$ cat config.mk
export PLATFORM = sky130hd
export DESIGN_NAME = fcft_core
export DESIGN_NICKNAME = d
export VERILOG_FILES = /design/src/fcft_pkg.sv /design/src/fcft_fifo.sv /design/src/fcft_core.sv
export SDC_FILE = /design/constraint.sdc
export NUM_CORES = 1
export LEC_CHECK = 0
export ABC_AREA = 1
export BUFFER_PORTS_ARGS = -buffer_cell sky130_fd_sc_hd__buf_2
export CAP_MARGIN = 15
export CORE_MARGIN = 5
export CORE_UTILIZATION = 63
export DETAILED_ROUTE_END_ITERATION = 10
export PLACE_DENSITY_LB_ADDON = 0.1
export SETUP_SLACK_MARGIN = 0.05
export SLEW_MARGIN = 20
export SYNTH_ARGS = -nofsm -noshare
export SYNTH_HDL_FRONTEND = slang
export SYNTH_SLANG_ARGS = --single-unit
$ cat constraint.sdc
create_clock -name ref_clk -period 3.69 [get_ports ref_clk]
set_clock_uncertainty 0.2 [all_clocks]
set_input_delay 0.369 -clock ref_clk [delete_from_list [all_inputs] [get_ports ref_clk]]
set_output_delay 0.369 -clock ref_clk [all_outputs]
set_load 0.02 [all_outputs]
$ cat src/fcft_pkg.sv
/*
 * shared constants, state type and code functions for the fax control
 * frame and training block.
 * assumes a 250 MHz reference clock; octets are held with b1 in bit 7.
 */
package fcft_pkg;

	// ---------------------------------------------------------------
	// frame octets and facsimile control codes (b1 in bit 7)
	// ---------------------------------------------------------------
	localparam logic [7:0]  FLAG_OCT   = 8'h7E;
	localparam logic [7:0]  ADDR_OCT   = 8'hFF;
	localparam logic [7:0]  CTRL_OCT   = 8'hC0;
	localparam logic [7:0]  CTRL_FINAL = 8'h08;
	localparam logic [7:0]  XBIT       = 8'h80;
	localparam logic [7:0]  TCF_OCT    = 8'h00;
	localparam logic [7:0]  FCF_DIS    = 8'h01;
	localparam logic [7:0]  FCF_DCS    = 8'h41;
	localparam logic [7:0]  FCF_CFR    = 8'h21;
	localparam logic [7:0]  FCF_FTT    = 8'h22;
	localparam logic [15:0] CRC_INIT   = 16'hFFFF;
	localparam logic [15:0] CRC_POLY   = 16'h1021;
	localparam logic [15:0] CRC_GOOD   = 16'h1D0F;
	localparam logic [2:0]  BIT_LAST   = 3'h7;
	localparam logic [3:0]  RX_MIN_OCT = 4'h5;
	localparam logic [3:0]  RX_IDX_MAX = 4'hF;

	// ---------------------------------------------------------------
	// modem rates and timing
	// ---------------------------------------------------------------
	localparam logic [1:0]  RATE_2400 = 2'h0;
	localparam logic [1:0]  RATE_4800 = 2'h1;
	localparam logic [1:0]  RATE_HS   = 2'h2;
	localparam logic [1:0]  RATE_V34  = 2'h3;
	localparam int          V34_MAX_BPS   = 33600;
	localparam int          CLK_KHZ       = 250000;
	localparam int          TRAIN_4800_MS = 923;
	localparam int          TRAIN_2400_MS = 1158;
	localparam int          TRAIN_HS_MS   = 100;
	localparam int          TCF_MS        = 1500;
	localparam logic [31:0] TRAIN_4800_CYC = 32'(TRAIN_4800_MS * CLK_KHZ);
	localparam logic [31:0] TRAIN_2400_CYC = 32'(TRAIN_2400_MS * CLK_KHZ);
	localparam logic [31:0] TRAIN_HS_CYC   = 32'(TRAIN_HS_MS * CLK_KHZ);
	localparam logic [31:0] TCF_CYC        = 32'(TCF_MS * CLK_KHZ);
	localparam int          FIF_W  = 8;
	localparam int          FIFO_D = 32;

	typedef enum logic [3:0] {
		ST_IDLE  = 4'b0000,
		ST_FLAG1 = 4'b0001,
		ST_ADDR  = 4'b0010,
		ST_CTRL  = 4'b0011,
		ST_FCF   = 4'b0100,
		ST_FIF   = 4'b0101,
		ST_FCS1  = 4'b0110,
		ST_FCS2  = 4'b0111,
		ST_FLAG2 = 4'b1000,
		ST_TRAIN = 4'b1001,
		ST_TCF   = 4'b1010
	} fcft_st_t;

	// ---------------------------------------------------------------
	// code functions
	// ---------------------------------------------------------------
	// crc-16, 0x1021, fed b1 first
	function automatic logic [15:0] fcft_crc_byte(input logic [15:0] c,
		input logic [7:0] d);
		logic [15:0] r;
		r = c;
		for (int i = 7; i >= 0; i--) begin
			r = (r[15] ^ d[i]) ? ((r << 1) ^ CRC_POLY) : (r << 1);
		end
		return r;
	endfunction : fcft_crc_byte

	// codes whose b1 is the direction bit
	function automatic logic fcft_has_x(input logic [7:0] c);
		case (c & ~XBIT)
			8'h44, 8'h42, 8'h41, 8'h21, 8'h22, 8'h71, 8'h72, 8'h74,
			8'h31, 8'h32, 8'h35, 8'h34, 8'h43, 8'h45, 8'h5F, 8'h76,
			8'h37, 8'h3D, 8'h7D, 8'h48, 8'h23, 8'h73, 8'h38,
			8'h33: return 1'b1;
			default: return 1'b0;
		endcase
	endfunction : fcft_has_x

	function automatic logic fcft_known(input logic [7:0] c);
		case (c)
			8'h04, 8'h84, 8'h02, 8'h82, 8'h01, 8'h81, 8'h85,
			8'h83: return 1'b1;
			default: return fcft_has_x(c);
		endcase
	endfunction : fcft_known

endpackage : fcft_pkg

$ cat src/fcft_fifo.sv
/*
 * parameterised synchronous fifo with valid/ready on both sides.
 * assumes one clock and a synchronous active-low reset.
 */
`timescale 1ns/1ps
module fcft_fifo #(
	parameter int W = 8,
	parameter int D = 32
) (
	input  wire logic         ref_clk,   // clock
	input  wire logic         rst_b,     // sync reset, low
	input  wire logic [W-1:0] in_data,   // fill data
	input  wire logic         in_valid,  // fill valid
	output logic              in_ready,  // room available
	output logic [W-1:0]      out_data,  // head word
	output logic              out_valid, // head valid
	input  wire logic         out_ready  // drain accepts
);
	localparam int AW = $clog2(D);
	localparam int CW = $clog2(D + 1);

	logic [W-1:0]  mem [D];
	logic [AW-1:0] wr_q;
	logic [AW-1:0] rd_q;
	logic [CW-1:0] cnt_q;
	logic [CW-1:0] cnt_d;
	logic          push;
	logic          pop;

	assign push      = in_valid & in_ready;
	assign pop       = out_valid & out_ready;
	assign out_valid = (cnt_q != '0);
	assign out_data  = mem[rd_q];

	// count next value, ready is registered so full is exact
	always_comb begin
		cnt_d = cnt_q + CW'(push) - CW'(pop);
	end

	always_ff @(posedge ref_clk) begin
		if (!rst_b) begin
			wr_q     <= '0;
			rd_q     <= '0;
			cnt_q    <= '0;
			in_ready <= 1'b0;
		end else begin
			wr_q     <= push ? AW'((wr_q + 1'b1) % D) : wr_q;
			rd_q     <= pop ? AW'((rd_q + 1'b1) % D) : rd_q;
			cnt_q    <= cnt_d;
			in_ready <= (cnt_d < CW'(D));
		end
	end

	// storage, no reset needed
	always_ff @(posedge ref_clk) begin
		if (push) begin
			mem[wr_q] <= in_data;
		end
	end

endmodule : fcft_fifo

$ cat src/fcft_core.sv
/*
 * fax control frame builder/checker with training and tcf sequencing.
 * assumes a modem that takes and gives one bit per valid/ready beat and
 * flags the tcf reception window; no zero-bit insertion is done here.
 */
// Overview of operation
// - frames open with flag, all-ones address, control with final bit.
// - control field carries a fixed eight-bit code; unknown codes rejected.
// - after receiving DIS, direction bit is one in every sent code that has one.
// - after receiving the reply to our DIS, direction bit is zero.
// - after DCS, training follows at the rate DCS selected, except at the V.34 rate, where none is sent.
// - training lasts 923 ms at 4800 bps, 1158 ms at 2400 bps.
// - a TCF check pattern precedes any picture data.
// - TCF is all zeros for 1.5 s at the training rate.
// - a TCF with any error is answered with FTT.
// - an error-free TCF is answered with CFR.
// - high-speed mode uses the V.34 modem, at most 33.6 kbps.
// - each frame ends with an FCS over address through FIF.
`timescale 1ns/1ps
module fcft_core
	import fcft_pkg::*;
#(
	parameter logic [31:0] T4800_CYC = TRAIN_4800_CYC,
	parameter logic [31:0] T2400_CYC = TRAIN_2400_CYC,
	parameter logic [31:0] THS_CYC   = TRAIN_HS_CYC,
	parameter logic [31:0] TTCF_CYC  = TCF_CYC
) (
	input  wire logic             ref_clk,       // 250 MHz clock
	input  wire logic             rst_b,         // sync reset, low
	input  wire logic             tx_req,        // send request pulse
	input  wire logic [7:0]       tx_code,       // facsimile control code
	input  wire logic             tx_final,      // last frame of group
	input  wire logic             tx_has_fif,    // fif from fifo follows
	input  wire logic [1:0]       tx_rate,       // rate chosen by dcs
	input  wire logic [FIF_W-1:0] fif_in_data,   // fif octet
	input  wire logic             fif_in_last,   // last fif octet
	input  wire logic             fif_in_valid,  // fif octet valid
	output logic                  fif_in_ready,  // fifo has room
	output logic                  tx_bit,        // serial bit to modem
	output logic                  tx_bit_valid,  // bit valid
	input  wire logic             tx_bit_ready,  // modem takes bit
	output logic                  mdm_train,     // send training
	output logic                  mdm_tcf,       // send tcf zeros
	output logic [1:0]            mdm_rate,      // modem rate
	output logic                  mdm_v34,       // high-speed mode
	output logic                  tx_busy,       // frame in progress
	output logic                  tx_done,       // frame sent pulse
	output logic                  tx_reject,     // unknown code pulse
	input  wire logic             rx_bit,        // serial bit in
	input  wire logic             rx_bit_valid,  // rx bit strobe
	input  wire logic             rx_tcf_active, // tcf window level
	output logic                  rx_frame_ok,   // good frame pulse
	output logic                  rx_frame_err,  // bad frame pulse
	output logic [7:0]            rx_fcf,        // last good code
	output logic                  rx_final,      // last good final bit
	output logic                  tcf_pass,      // tcf clean pulse
	output logic                  tcf_fail       // tcf error pulse
);
	// ---------------------------------------------------------------
	// declarations
	// ---------------------------------------------------------------
	fcft_st_t    st_q, st_d;
	logic [7:0]  sh_q, byte_d, cur_fcf_q;
	logic [15:0] crc_q, rx_crc_q;
	logic [31:0] tmr_q, tmr_d, train_cyc;
	logic [2:0]  bcnt_q, rx_cnt_q;
	logic [3:0]  rx_idx_q;
	logic [7:0]  rx_sh_d;
	logic [8:0]  fifo_out;
	logic        fifo_valid, pop, load, stall, adv, start, ok_end;
	logic        wait_q, fif_more_q, cur_final_q, x_q, dis_sent_q;
	logic        resp_pend_q, resp_ftt_q, tcf_err_q, tcf_prev_q;
	logic        in_frame_q, rx_hdr_ok_q, rx_known_q, rx_fin_q;
	logic [7:0]  rx_code_q;

	fcft_fifo #(.W(FIF_W + 1), .D(FIFO_D)) u_fifo (
		.ref_clk   (ref_clk),
		.rst_b     (rst_b),
		.in_data   ({fif_in_last, fif_in_data}),
		.in_valid  (fif_in_valid),
		.in_ready  (fif_in_ready),
		.out_data  (fifo_out),
		.out_valid (fifo_valid),
		.out_ready (pop)
	);

	assign tx_bit = sh_q[7];  // b1 leaves first
	assign start  = (st_q == ST_IDLE) & (resp_pend_q |
		(tx_req & fcft_known(tx_code)));

	// training length by selected rate
	always_comb begin
		case (mdm_rate)
			RATE_4800: train_cyc = T4800_CYC;
			RATE_2400: train_cyc = T2400_CYC;
			default:   train_cyc = THS_CYC;
		endcase
	end

	// ---------------------------------------------------------------
	// transmit sequencer
	// ---------------------------------------------------------------
	// one octet is loaded as the last bit of the previous one is taken
	always_comb begin
		st_d   = st_q;
		byte_d = sh_q;
		tmr_d  = (tmr_q != '0) ? tmr_q - 1'b1 : tmr_q;
		load   = 1'b0;
		pop    = 1'b0;
		stall  = 1'b0;
		adv    = wait_q | (tx_bit_valid & tx_bit_ready &
			(bcnt_q == BIT_LAST));
		case (st_q)
			ST_IDLE: if (start) begin
				st_d   = ST_FLAG1;
				byte_d = FLAG_OCT;
				load   = 1'b1;
			end
			ST_FLAG1: if (adv) begin
				st_d   = ST_ADDR;
				byte_d = ADDR_OCT;
				load   = 1'b1;
			end
			ST_ADDR: if (adv) begin
				st_d   = ST_CTRL;
				byte_d = cur_final_q ? (CTRL_OCT | CTRL_FINAL) : CTRL_OCT;
				load   = 1'b1;
			end
			ST_CTRL: if (adv) begin
				st_d   = ST_FCF;
				load   = 1'b1;
				byte_d = cur_fcf_q;
				if (fcft_has_x(cur_fcf_q)) begin
					byte_d = x_q ? (cur_fcf_q | XBIT) : (cur_fcf_q & ~XBIT);
				end
			end
			ST_FCF, ST_FIF: if (adv) begin
				if (!fif_more_q) begin
					st_d   = ST_FCS1;
					byte_d = ~crc_q[15:8];
					load   = 1'b1;
				end else if (fifo_valid) begin
					st_d   = ST_FIF;
					byte_d = fifo_out[7:0];
					load   = 1'b1;
					pop    = 1'b1;
				end else begin
					stall  = 1'b1;  // underrun: hold the line idle
				end
			end
			ST_FCS1: if (adv) begin
				st_d   = ST_FCS2;
				byte_d = ~crc_q[7:0];
				load   = 1'b1;
			end
			ST_FCS2: if (adv) begin
				st_d   = ST_FLAG2;
				byte_d = FLAG_OCT;
				load   = 1'b1;
			end
			ST_FLAG2: if (adv) begin
				// requested code may carry either x, so compare without it
				if ((cur_fcf_q & ~XBIT) == FCF_DCS && mdm_rate != RATE_V34) begin
					st_d  = ST_TRAIN;
					tmr_d = train_cyc;
				end else begin
					st_d  = ST_IDLE;
				end
			end
			ST_TRAIN: if (tmr_q <= 32'h1) begin
				st_d   = ST_TCF;
				tmr_d  = TTCF_CYC;
				byte_d = TCF_OCT;
				load   = 1'b1;
			end
			ST_TCF: if (tmr_q <= 32'h1) begin
				st_d = ST_IDLE;
			end
			default: st_d = ST_IDLE;
		endcase
	end

	// state, timer and serializer
	always_ff @(posedge ref_clk) begin
		if (!rst_b) begin
			st_q         <= ST_IDLE;
			tmr_q        <= '0;
			sh_q         <= '0;
			bcnt_q       <= '0;
			tx_bit_valid <= 1'b0;
			wait_q       <= 1'b0;
		end else begin
			st_q   <= st_d;
			tmr_q  <= tmr_d;
			wait_q <= stall;
			if (load) begin
				sh_q   <= byte_d;
				bcnt_q <= '0;
			end else if (tx_bit_valid && tx_bit_ready) begin
				sh_q   <= {sh_q[6:0], 1'b0};
				bcnt_q <= bcnt_q + 1'b1;
			end
			if (load || st_d == ST_TCF) begin
				tx_bit_valid <= 1'b1;
			end else if (stall || st_d == ST_IDLE || st_d == ST_TRAIN) begin
				tx_bit_valid <= 1'b0;
			end
		end
	end

	// frame parameters, crc and status
	always_ff @(posedge ref_clk) begin
		if (!rst_b) begin
			cur_fcf_q <= '0; cur_final_q <= 1'b0; fif_more_q <= 1'b0;
			crc_q     <= CRC_INIT; mdm_rate <= RATE_2400; mdm_v34 <= 1'b0;
			tx_busy   <= 1'b0; tx_done <= 1'b0; tx_reject <= 1'b0;
			mdm_train <= 1'b0; mdm_tcf <= 1'b0; dis_sent_q <= 1'b0;
		end else begin
			tx_busy   <= (st_d != ST_IDLE) && (st_d != ST_TRAIN) &&
				(st_d != ST_TCF);
			tx_done   <= (st_q == ST_FLAG2) && adv;
			tx_reject <= (st_q == ST_IDLE) && !resp_pend_q && tx_req &&
				!fcft_known(tx_code);
			mdm_train <= (st_d == ST_TRAIN);
			mdm_tcf   <= (st_d == ST_TCF);
			if (start) begin
				cur_fcf_q   <= resp_pend_q ? (resp_ftt_q ? FCF_FTT : FCF_CFR)
					: tx_code;
				cur_final_q <= resp_pend_q | tx_final;
				fif_more_q  <= !resp_pend_q & tx_has_fif;
				crc_q       <= CRC_INIT;
				if (!resp_pend_q && (tx_code & ~XBIT) == FCF_DCS) begin
					mdm_rate <= tx_rate;
					mdm_v34  <= (tx_rate == RATE_V34);
				end
			end else if (load && st_d inside {ST_ADDR, ST_CTRL, ST_FCF,
				ST_FIF}) begin
				crc_q <= fcft_crc_byte(crc_q, byte_d);
			end
			if (pop && fifo_out[8]) begin
				fif_more_q <= 1'b0;
			end
			if (st_q == ST_FLAG2 && adv && cur_fcf_q == FCF_DIS) begin
				dis_sent_q <= 1'b1;
			end
		end
	end

	// ---------------------------------------------------------------
	// tcf check and automatic reply
	// ---------------------------------------------------------------
	// the error flag is set ahead of its clear so a one in the window's first cycle is not lost
	always_ff @(posedge ref_clk) begin
		if (!rst_b) begin
			tcf_prev_q <= 1'b0; tcf_err_q <= 1'b0; resp_pend_q <= 1'b0;
			resp_ftt_q <= 1'b0; tcf_pass <= 1'b0; tcf_fail <= 1'b0;
		end else begin
			tcf_prev_q <= rx_tcf_active;
			if (rx_tcf_active && rx_bit_valid && rx_bit) begin
				tcf_err_q <= 1'b1;
			end else if (rx_tcf_active && !tcf_prev_q) begin
				tcf_err_q <= 1'b0;
			end
			tcf_fail <= tcf_prev_q && !rx_tcf_active && tcf_err_q;
			tcf_pass <= tcf_prev_q && !rx_tcf_active && !tcf_err_q;
			if (tcf_prev_q && !rx_tcf_active) begin
				resp_pend_q <= 1'b1;
				resp_ftt_q  <= tcf_err_q;
			end else if (start) begin
				resp_pend_q <= 1'b0;
			end
		end
	end

	// ---------------------------------------------------------------
	// receive deframer
	// ---------------------------------------------------------------
	logic [6:0] rx_sh_q_w;
	assign rx_sh_d = {rx_sh_q_w, rx_bit};
	assign ok_end = (rx_idx_q >= RX_MIN_OCT) && (rx_crc_q == CRC_GOOD) &&
		rx_hdr_ok_q && rx_known_q;

	// a flag both closes a frame and opens the next
	always_ff @(posedge ref_clk) begin
		if (!rst_b) begin
			rx_sh_q_w <= '0; rx_cnt_q <= '0; rx_idx_q <= '0;
			in_frame_q <= 1'b0; rx_crc_q <= CRC_INIT; rx_hdr_ok_q <= 1'b0;
			rx_known_q <= 1'b0; rx_code_q <= '0; rx_fin_q <= 1'b0;
			rx_frame_ok <= 1'b0; rx_frame_err <= 1'b0; rx_fcf <= '0;
			rx_final <= 1'b0; x_q <= 1'b0;
		end else begin
			rx_frame_ok  <= 1'b0;
			rx_frame_err <= 1'b0;
			if (rx_bit_valid && !rx_tcf_active) begin
				rx_sh_q_w <= rx_sh_d[6:0];
				rx_cnt_q  <= rx_cnt_q + 1'b1;
				if (!in_frame_q || rx_cnt_q == BIT_LAST) begin
					if (rx_sh_d == FLAG_OCT) begin
						if (in_frame_q && rx_idx_q != '0) begin
							rx_frame_ok  <= ok_end;
							rx_frame_err <= !ok_end;
							if (ok_end) begin
								rx_fcf   <= rx_code_q;
								rx_final <= rx_fin_q;
								if (dis_sent_q) x_q <= 1'b0;
								if (rx_code_q == FCF_DIS) x_q <= 1'b1;
							end
						end
						in_frame_q <= 1'b1;
						rx_cnt_q   <= '0;
						rx_idx_q   <= '0;
						rx_crc_q   <= CRC_INIT;
					end else if (in_frame_q) begin
						rx_crc_q <= fcft_crc_byte(rx_crc_q, rx_sh_d);
						rx_idx_q <= (rx_idx_q == RX_IDX_MAX) ? rx_idx_q
							: rx_idx_q + 1'b1;
						case (rx_idx_q)
							4'h0: rx_hdr_ok_q <= (rx_sh_d == ADDR_OCT);
							4'h1: begin
								rx_hdr_ok_q <= rx_hdr_ok_q &&
									((rx_sh_d & ~CTRL_FINAL) == CTRL_OCT);
								rx_fin_q    <= |(rx_sh_d & CTRL_FINAL);
							end
							4'h2: begin
								rx_code_q  <= rx_sh_d;
								rx_known_q <= fcft_known(rx_sh_d);
							end
							default: rx_known_q <= rx_known_q;
						endcase
					end
				end
			end
		end
	end
endmodule : fcft_core

==> flow_summary_export.csv, run 1 <==
group,metric,value,unit
power,ir_drop,463,uV
routing,wl_per_cell,18.9,um
grt,grt_pass1_vias,16400,
logic_synthesis,synthTopCellsByArea,"edfxtp_1, dfxtp_1, nand2_1, nand3_1, nor2_1",
cells_and_area,nets,2509,
cts,clk_latency,580,ps
cells_and_area,register_area,12000,um^2
timing,period_needed,3180,ps
timing,fin_setup_tns,0,ps
power,p_per_area,542,nW/um^2
logic_synthesis,synth_seq_cells,454,
cells_and_area,syn_to_final_growth,12.1,%
placement,gp_congestion,0.955,
cts,clock_path_buffers,3,
setup_path,worst-path-buf-inv,5,
logic_synthesis,ys.flop_type,"edfxtp_1",
grt,grt_util_all_layers,28.8,%
logic_synthesis,synth_fp_nets,2428,
die,start_util,63.6,%
timing,rsz0062_at_grt,"false",
cts,cts_root_buffer,"clkbuf_16",
timing,hold_violations,0,
timing,max_freq,315,MHz
die,dieHeight,194,um
cts,clkSlewWorstSetupHoldPaths,60,ps
grt,grt_pass1_wl,88100,um
setup_path,critPathRequiredTime,3940,ps
cells_and_area,antenna_cells,0,
die,die_x,194,um
routing,route.final.wire_length,55500,um
setup_path,cp_slowest_cell,"dlygate4sd3_1",
setup_path,cp-end-kind,"register",
timing,slew_headroom,36.8,%
timing,setup_violations,0,
routing,first_pass_iters,6,
cts,cts_tree,"done",
grt,antenna_found_initial,0,
routing,vias_per_cell,5.91,
routing,vias,17400,
setup_path,cp_max_fo,23,
logic_synthesis,synth_area_leader_cell,"edfxtp_1",
cells_and_area,nFillCells,2542,
timing,finalCritPeriodShare,86.1,%
grt,grt_overflow,0,
min_path,hold_class,"in -> reg",
die,core,33400,um^2
cells_and_area,stdcell_area,23800,um^2
routing,route.detailed.drc,0,
setup_path,arrival,3430,ps
setup_path,crit_chain,"dlygate4sd3_1 -> buf_2 -> nand2_1 -> inv_2 -> nand2_1 -> nand2_4 -> buf_4 -> inv_2 -> o21ai_0 -> nand3_1 -> nand2b_1 -> nand2_1 -> nand2_1 -> nor2_2 -> nand3_2 -> nand2_1 -> nand2_1 -> nand3_1 -> nand3_1 -> nand2_1 -> nand3_1",
cells_and_area,drive_above_1_share,11.0,%
setup_path,slowest_delay,530,ps
logic_synthesis,netlist_instances,2374,
cts,clock_sinks,454,
die,io_pins,53,
logic_synthesis,synth_cell_types,65,
cts,numCtsBuffers,46,
cts,cts_max_level,2,
placement,dpl_cell_area,22200,um^2
logic_synthesis,postSynthAreaPerCell,8.96,um^2
setup_path,cp_top_family,"simple AND/OR/NAND/NOR gates",
cts,post-cts-setup-buffers,0,
die,die_area,37600,um^2
setup_path,worstSetupPathType,"in -> reg",
logic_synthesis,syn-cell-area,21300,um^2
setup_path,start_kind,"input port",
logic_synthesis,synth-edff-count,288,
routing,first_iter_violations,1910,
die,rows,67,
placement,port_buffers,52,
power,leakage,9.65,nW
logic_synthesis,async_flop_share,0,%
logic_synthesis,yosysWarnings,0,
run_status,status,"complete, no violations",
logic_synthesis,yosysSeqAreaShare,56.3,%
logic_synthesis,synth_top_area_share,40.6,%
cells_and_area,multi_input_area,8080,um^2
placement,dp_hpwl,37000,um
setup_path,cpMostUsedCell,"nand2_1",
routing,postRouteAntennaNets,0,
grt,grt_max_degree,88,
timing,tightest_slew,944,ps
timing,maxSlewViolCount,0,
job,drv_cap,0,
[cell usage after synthesis (13+ instances only)]
| master | instances |
|---|---|
| nand3_1 | 316 |
| xor2_1 | 23 |
| nand2_1 | 582 |
| nor2_2 | 19 |
| o21ai_1 | 13 |
| o211ai_1 | 18 |
| dfxtp_1 | 166 |
| a21oi_1 | 112 |
| ha_1 | 24 |
| o21ai_0 | 107 |
| nor2_1 | 199 |
| inv_2 | 14 |
| edfxtp_1 | 288 |
| clkbuf_1 | 35 |
| nor3_1 | 29 |
| inv_1 | 185 |
| nand4_1 | 31 |
| xnor2_1 | 15 |
| buf_2 | 37 |
| nand2_2 | 18 |
[power by group]
group / switching [W] / internal, W / leakage [nW]
clock network: 0.00196 / 0.00270 / 0.729
registers: 0.000236 / 0.00562 / 3.94
logic: 0.00160 / 0.000820 / 4.98
total: 0.00379 / 0.00913 / 9.65
[worst reg2reg max path, stage by stage (launching register included)]
cell	delay (ps)
dfxtp_1	350
nand2_1	170
inv_2	220
nand2_1	130
nand2_4	90
buf_4	270
inv_2	180
o21ai_0	190
nand3_1	100
nand2b_1	150
nand2_1	70
nand2_1	70
nor2_2	150
nand3_2	120
nand2_1	90
nand2_1	70
nand3_1	140
nand3_1	110
nand2_1	80
nand3_1	60
[kinds of logic after synthesis]
family | share of synthesized area, %
AO/OA/AOI/OAI | 8.85
XOR/XNOR | 1.56
adder cells (fa/ha/maj) | 1.51
buffers and inverters | 5.77
flip-flops | 56.3
multiplexers | 0.0470
AND/OR/NAND/NOR | 26.0
[registers in the layout (all words and copies together) (netlist names), 2 cells and up, named ones only]
| register | count |
|---|---|
| u_fifo.mem | 288 |
| tmr_q | 32 |
| crc_q | 16 |
| rx_crc_q | 16 |
| cur_fcf_q | 8 |
| rx_code_q | 8 |
| rx_fcf | 8 |
| sh_q | 8 |
| rx_sh_q_w | 7 |
| u_fifo.cnt_q | 6 |
| u_fifo.rd_q | 5 |
| u_fifo.wr_q | 5 |
| rx_idx_q | 4 |
| st_q | 4 |
| bcnt_q | 3 |
| rx_cnt_q | 3 |
| mdm_rate | 2 |
[final timing paths]
kind / startpoint / end / slack, ps / depth (start not counted)
worst min-delay path: rst_b / rx_crc_q[12] / 90 / 2
worst min register to register: tcf_err_q / tcf_pass / 230 / 1
worst max-delay path: tx_bit_ready / crc_q[6] / 510 / 21
worst max register to register: tx_bit_valid / crc_q[6] / 560 / 19
[cells in the final DEF (no fill, tap or decap), drive strengths merged, types with 2 or more instances in the layout]
cell and count:
nand4 32, o21a 3, inv 205, xor2 23, o21ai 122, a21oi 116
o211ai 22, a211oi 6, a32o 5, dlygate4sd3 17, o22ai 7, o2111ai 2
xnor2 15, a31oi 12, nor4 11, or2 5, dfxtp 166, edfxtp 288
ha 24, o31ai 8, nand3 322, o221ai 2, nor3 32, bufinv 4
clkinvlp 4, clkbuf 57, buf 107, a22oi 10, nor2 229, and3 2
nand2 603, clkinv 19
[final cells by class]
class                           instances  area share, %
Clock buffer                           57           5.26
Clock inverter                         28           1.07
Inverter                              204           3.25
Multi-Input combinational cell       1625           33.9
Sequential cell                       454           50.2
Tap cell                              448           2.35
Timing Repair Buffer                  124           3.96
[per-stage QoR]
stage               setup slack (ps)  power, W  utilization (%)  hold WS, ps  std cells
finish                           513    0.0129             71.3         92.1       2940
CTS                              630    0.0130             71.3         57.9       2940
global route                     259    0.0135             71.3         91.5       2940
floorplan                        899   0.00774                -          208       2374
detailed placement               555   0.00832             66.3          227       2838
global placement                 680   0.00826             66.3          220       2838
[metal layers]
metal,vias up,wire [um],part of all wire (%),track usage [%]
met4,0,1240,2.2,7.58
met1,8229,23900,43,41.9
met5,-,0,0,0
met2,778,25500,46,45.3
li1,8264,-,-,-
met3,104,4890,8.8,5.00
[timing repair]
item | CTS | global route
hold buffers | 17 | 0
resized for setup | 0 | 0
hold endpoints to repair | 20 | 0
Power figures use the tool's default switching activity.
==> run 2: changes to the inputs <==
- clock period: 3.69 -> 3.6 ns (I/O delays scaled with it)
==> run 2 against run 1 <==
Compared with the run above: final area fell by 0.22%; largest cell class unchanged; first-iteration DRC count is 6.8% lower; sequential share of layout area increased by 0.11 points; critical path depth fell by 2; wire length barely moved; setup slack worse by 140 ps; worst hold slack better by 40 ps; highest routed layer unchanged; via count is 0.55% lower; flip-flop and latch count unchanged; cell count grew 0.24%.
==> flow_summary_export.csv, run 2 (same netlist as run 1, synthesis figures left out) <==
group,metric,value,unit
run_status,status,"complete, no violations",
setup_path,cp_max_fo,26,
power,p_per_area,549,nW/um^2
cts,clock_path_buffers,3,
timing,setup_violations,0,
cts,cts_tree,"done",
cells_and_area,syn_to_final_growth,11.8,%
die,start_util,63.6,%
setup_path,start_kind,"input port",
die,die_area,37600,um^2
cts,clk_latency,580,ps
grt,grt_pass1_wl,87500,um
cells_and_area,antenna_cells,0,
cells_and_area,drive_above_1_share,10.9,%
timing,hold_violations,0,
placement,dp_slack,293,ps
die,core,33400,um^2
routing,first_pass_iters,6,
grt,grt_max_degree,109,
die,rows,67,
die,die_x,194,um
cts,clkSlewWorstSetupHoldPaths,60,ps
setup_path,critPathRequiredTime,3870,ps
cells_and_area,final_common_cell,"nand2_1",
routing,vias_per_cell,5.86,
cts,post-cts-setup-buffers,0,
placement,dp_hpwl,36500,um
cts,clock_sinks,454,
routing,route.final.wire_length,55600,um
routing,wl_per_cell,18.9,um
power,leakage,9.64,nW
routing,first_iter_violations,1780,
routing,vias,17300,
timing,maxSlewViolCount,0,
cells_and_area,largest_register_ffs,288,
grt,grt_overflow,0,
timing,worst_slack,372,ps
cts,numCtsBuffers,46,
power,ir_drop,448,uV
grt,grt_util_all_layers,28.8,%
timing,slew_headroom,42.0,%
routing,route.detailed.drc,0,
cells_and_area,final_cell_mix,"nand2_1, nand3_1, edfxtp_1",
cts,cts_max_level,2,
power,p_total,0.0131,W
placement,dp_cells,2844,
setup_path,worstSetupPathType,"in -> reg",
timing,fin_setup_tns,0,ps
timing,tightest_slew,866,ps
cells_and_area,nFillCells,2562,
grt,grt_pass1_vias,16400,
cells_and_area,largest-register,"u_fifo.mem",
timing,max_freq,310,MHz
setup_path,cp-end-kind,"register",
setup_path,arrival,3490,ps
die,io_pins,53,
timing,rsz0062_at_grt,"false",
job,drv_cap,0,
cells_and_area,nets,2516,
timing,finalCritPeriodShare,89.7,%
cts,cts_root_buffer,"clkbuf_16",
timing,holdWs,132,ps
grt,antenna_found_initial,0,
routing,postRouteAntennaNets,0,
timing,period_needed,3230,ps
min_path,hold_class,"in -> reg",
placement,port_buffers,52,
placement,gp_congestion,0.941,
cells_and_area,reg_top3,"u_fifo.mem x288, tmr_q x32",
die,dieHeight,194,um
cells_and_area,final_cells,2947,
## run 2: cell types whose count changed in the layout (fill, tap and decap cells not counted), moves of 2 or more
cell and delta:
clkinv_2 +2, buf_4 +9, clkinv_1 -9, buf_12 -3, clkbuf_1 +16, clkbuf_8 -3
clkinvlp_4 -3
## run 2: worst max-delay path: stages
cell           delay (ps)
dlygate4sd3_1         520
buf_2                 120
nand2_1               140
inv_2                 180
nand2_1               160
nand2_8               190
nand2_1               130
nor2_4                200
ha_1                  270
inv_1                  70
ha_1                  170
inv_1                  60
fa_1                  420
nor2_1                120
nor2_1                 40
nor2_1                 80
nor2_1                 50
o21ai_0               140
a21oi_1                50
## run 2: cell type report
type | instances | area, um^2 | share of cell area, %
flip-flops and latches | 454 | 12000 | 50.3
clock buffers | 69 | 1250 | 5.24
clock inverters | 16 | 183 | 0.768
inverters | 204 | 776 | 3.26
multi-input cells | 1625 | 8090 | 34.0
well taps | 448 | 561 | 2.36
repair buffers | 131 | 961 | 4.04
## run 2: repair_timing
item / CTS / global route
hold buffers: 18 / 0
setup endpoints to repair: 0 / 2
hold endpoints to repair: 26 / 0
resized for setup: 0 / 1
## run 2: through the flow
stage / util, % / area, um^2
detailed placement: 66.3 / 22200
finish: 71.1 / 23800
global route: 71.1 / 23800
CTS: 71.1 / 23800
global placement: 66.3 / 22200
floorplan: - / 21300
## run 2: path summary, 6_finish.rpt
kind / start / depth (start not counted) / slack [ps] / endpoint
max: tx_bit_ready / 19 / 370 / u_fifo.cnt_q[4]
min: tx_code[0] / 7 / 130 / mdm_rate[0]
max reg2reg: tx_bit_valid / 17 / 430 / u_fifo.cnt_q[4]
min reg2reg: tcf_err_q / 1 / 240 / tcf_pass
## run 2: power breakdown
part / leakage [nW] / total, W / switching (W) / internal [W]
logic: 5.01 / 0.00249 / 0.00164 / 0.000842
clock network: 0.691 / 0.00458 / 0.00195 / 0.00262
registers: 3.94 / 0.00599 / 0.000238 / 0.00576
total: 9.64 / 0.0131 / 0.00383 / 0.00922
## run 2: layer usage
layer / routed length (um) / up-vias / share of wire [%] / GRT usage (%)
met5: 0 / - / 0 / 0
met4: 1540 / 0 / 2.8 / 8.89
met3: 4750 / 114 / 8.5 / 6.12
met2: 25400 / 708 / 46 / 45.2
met1: 23900 / 8184 / 43 / 40.7
li1: - / 8274 / - / -
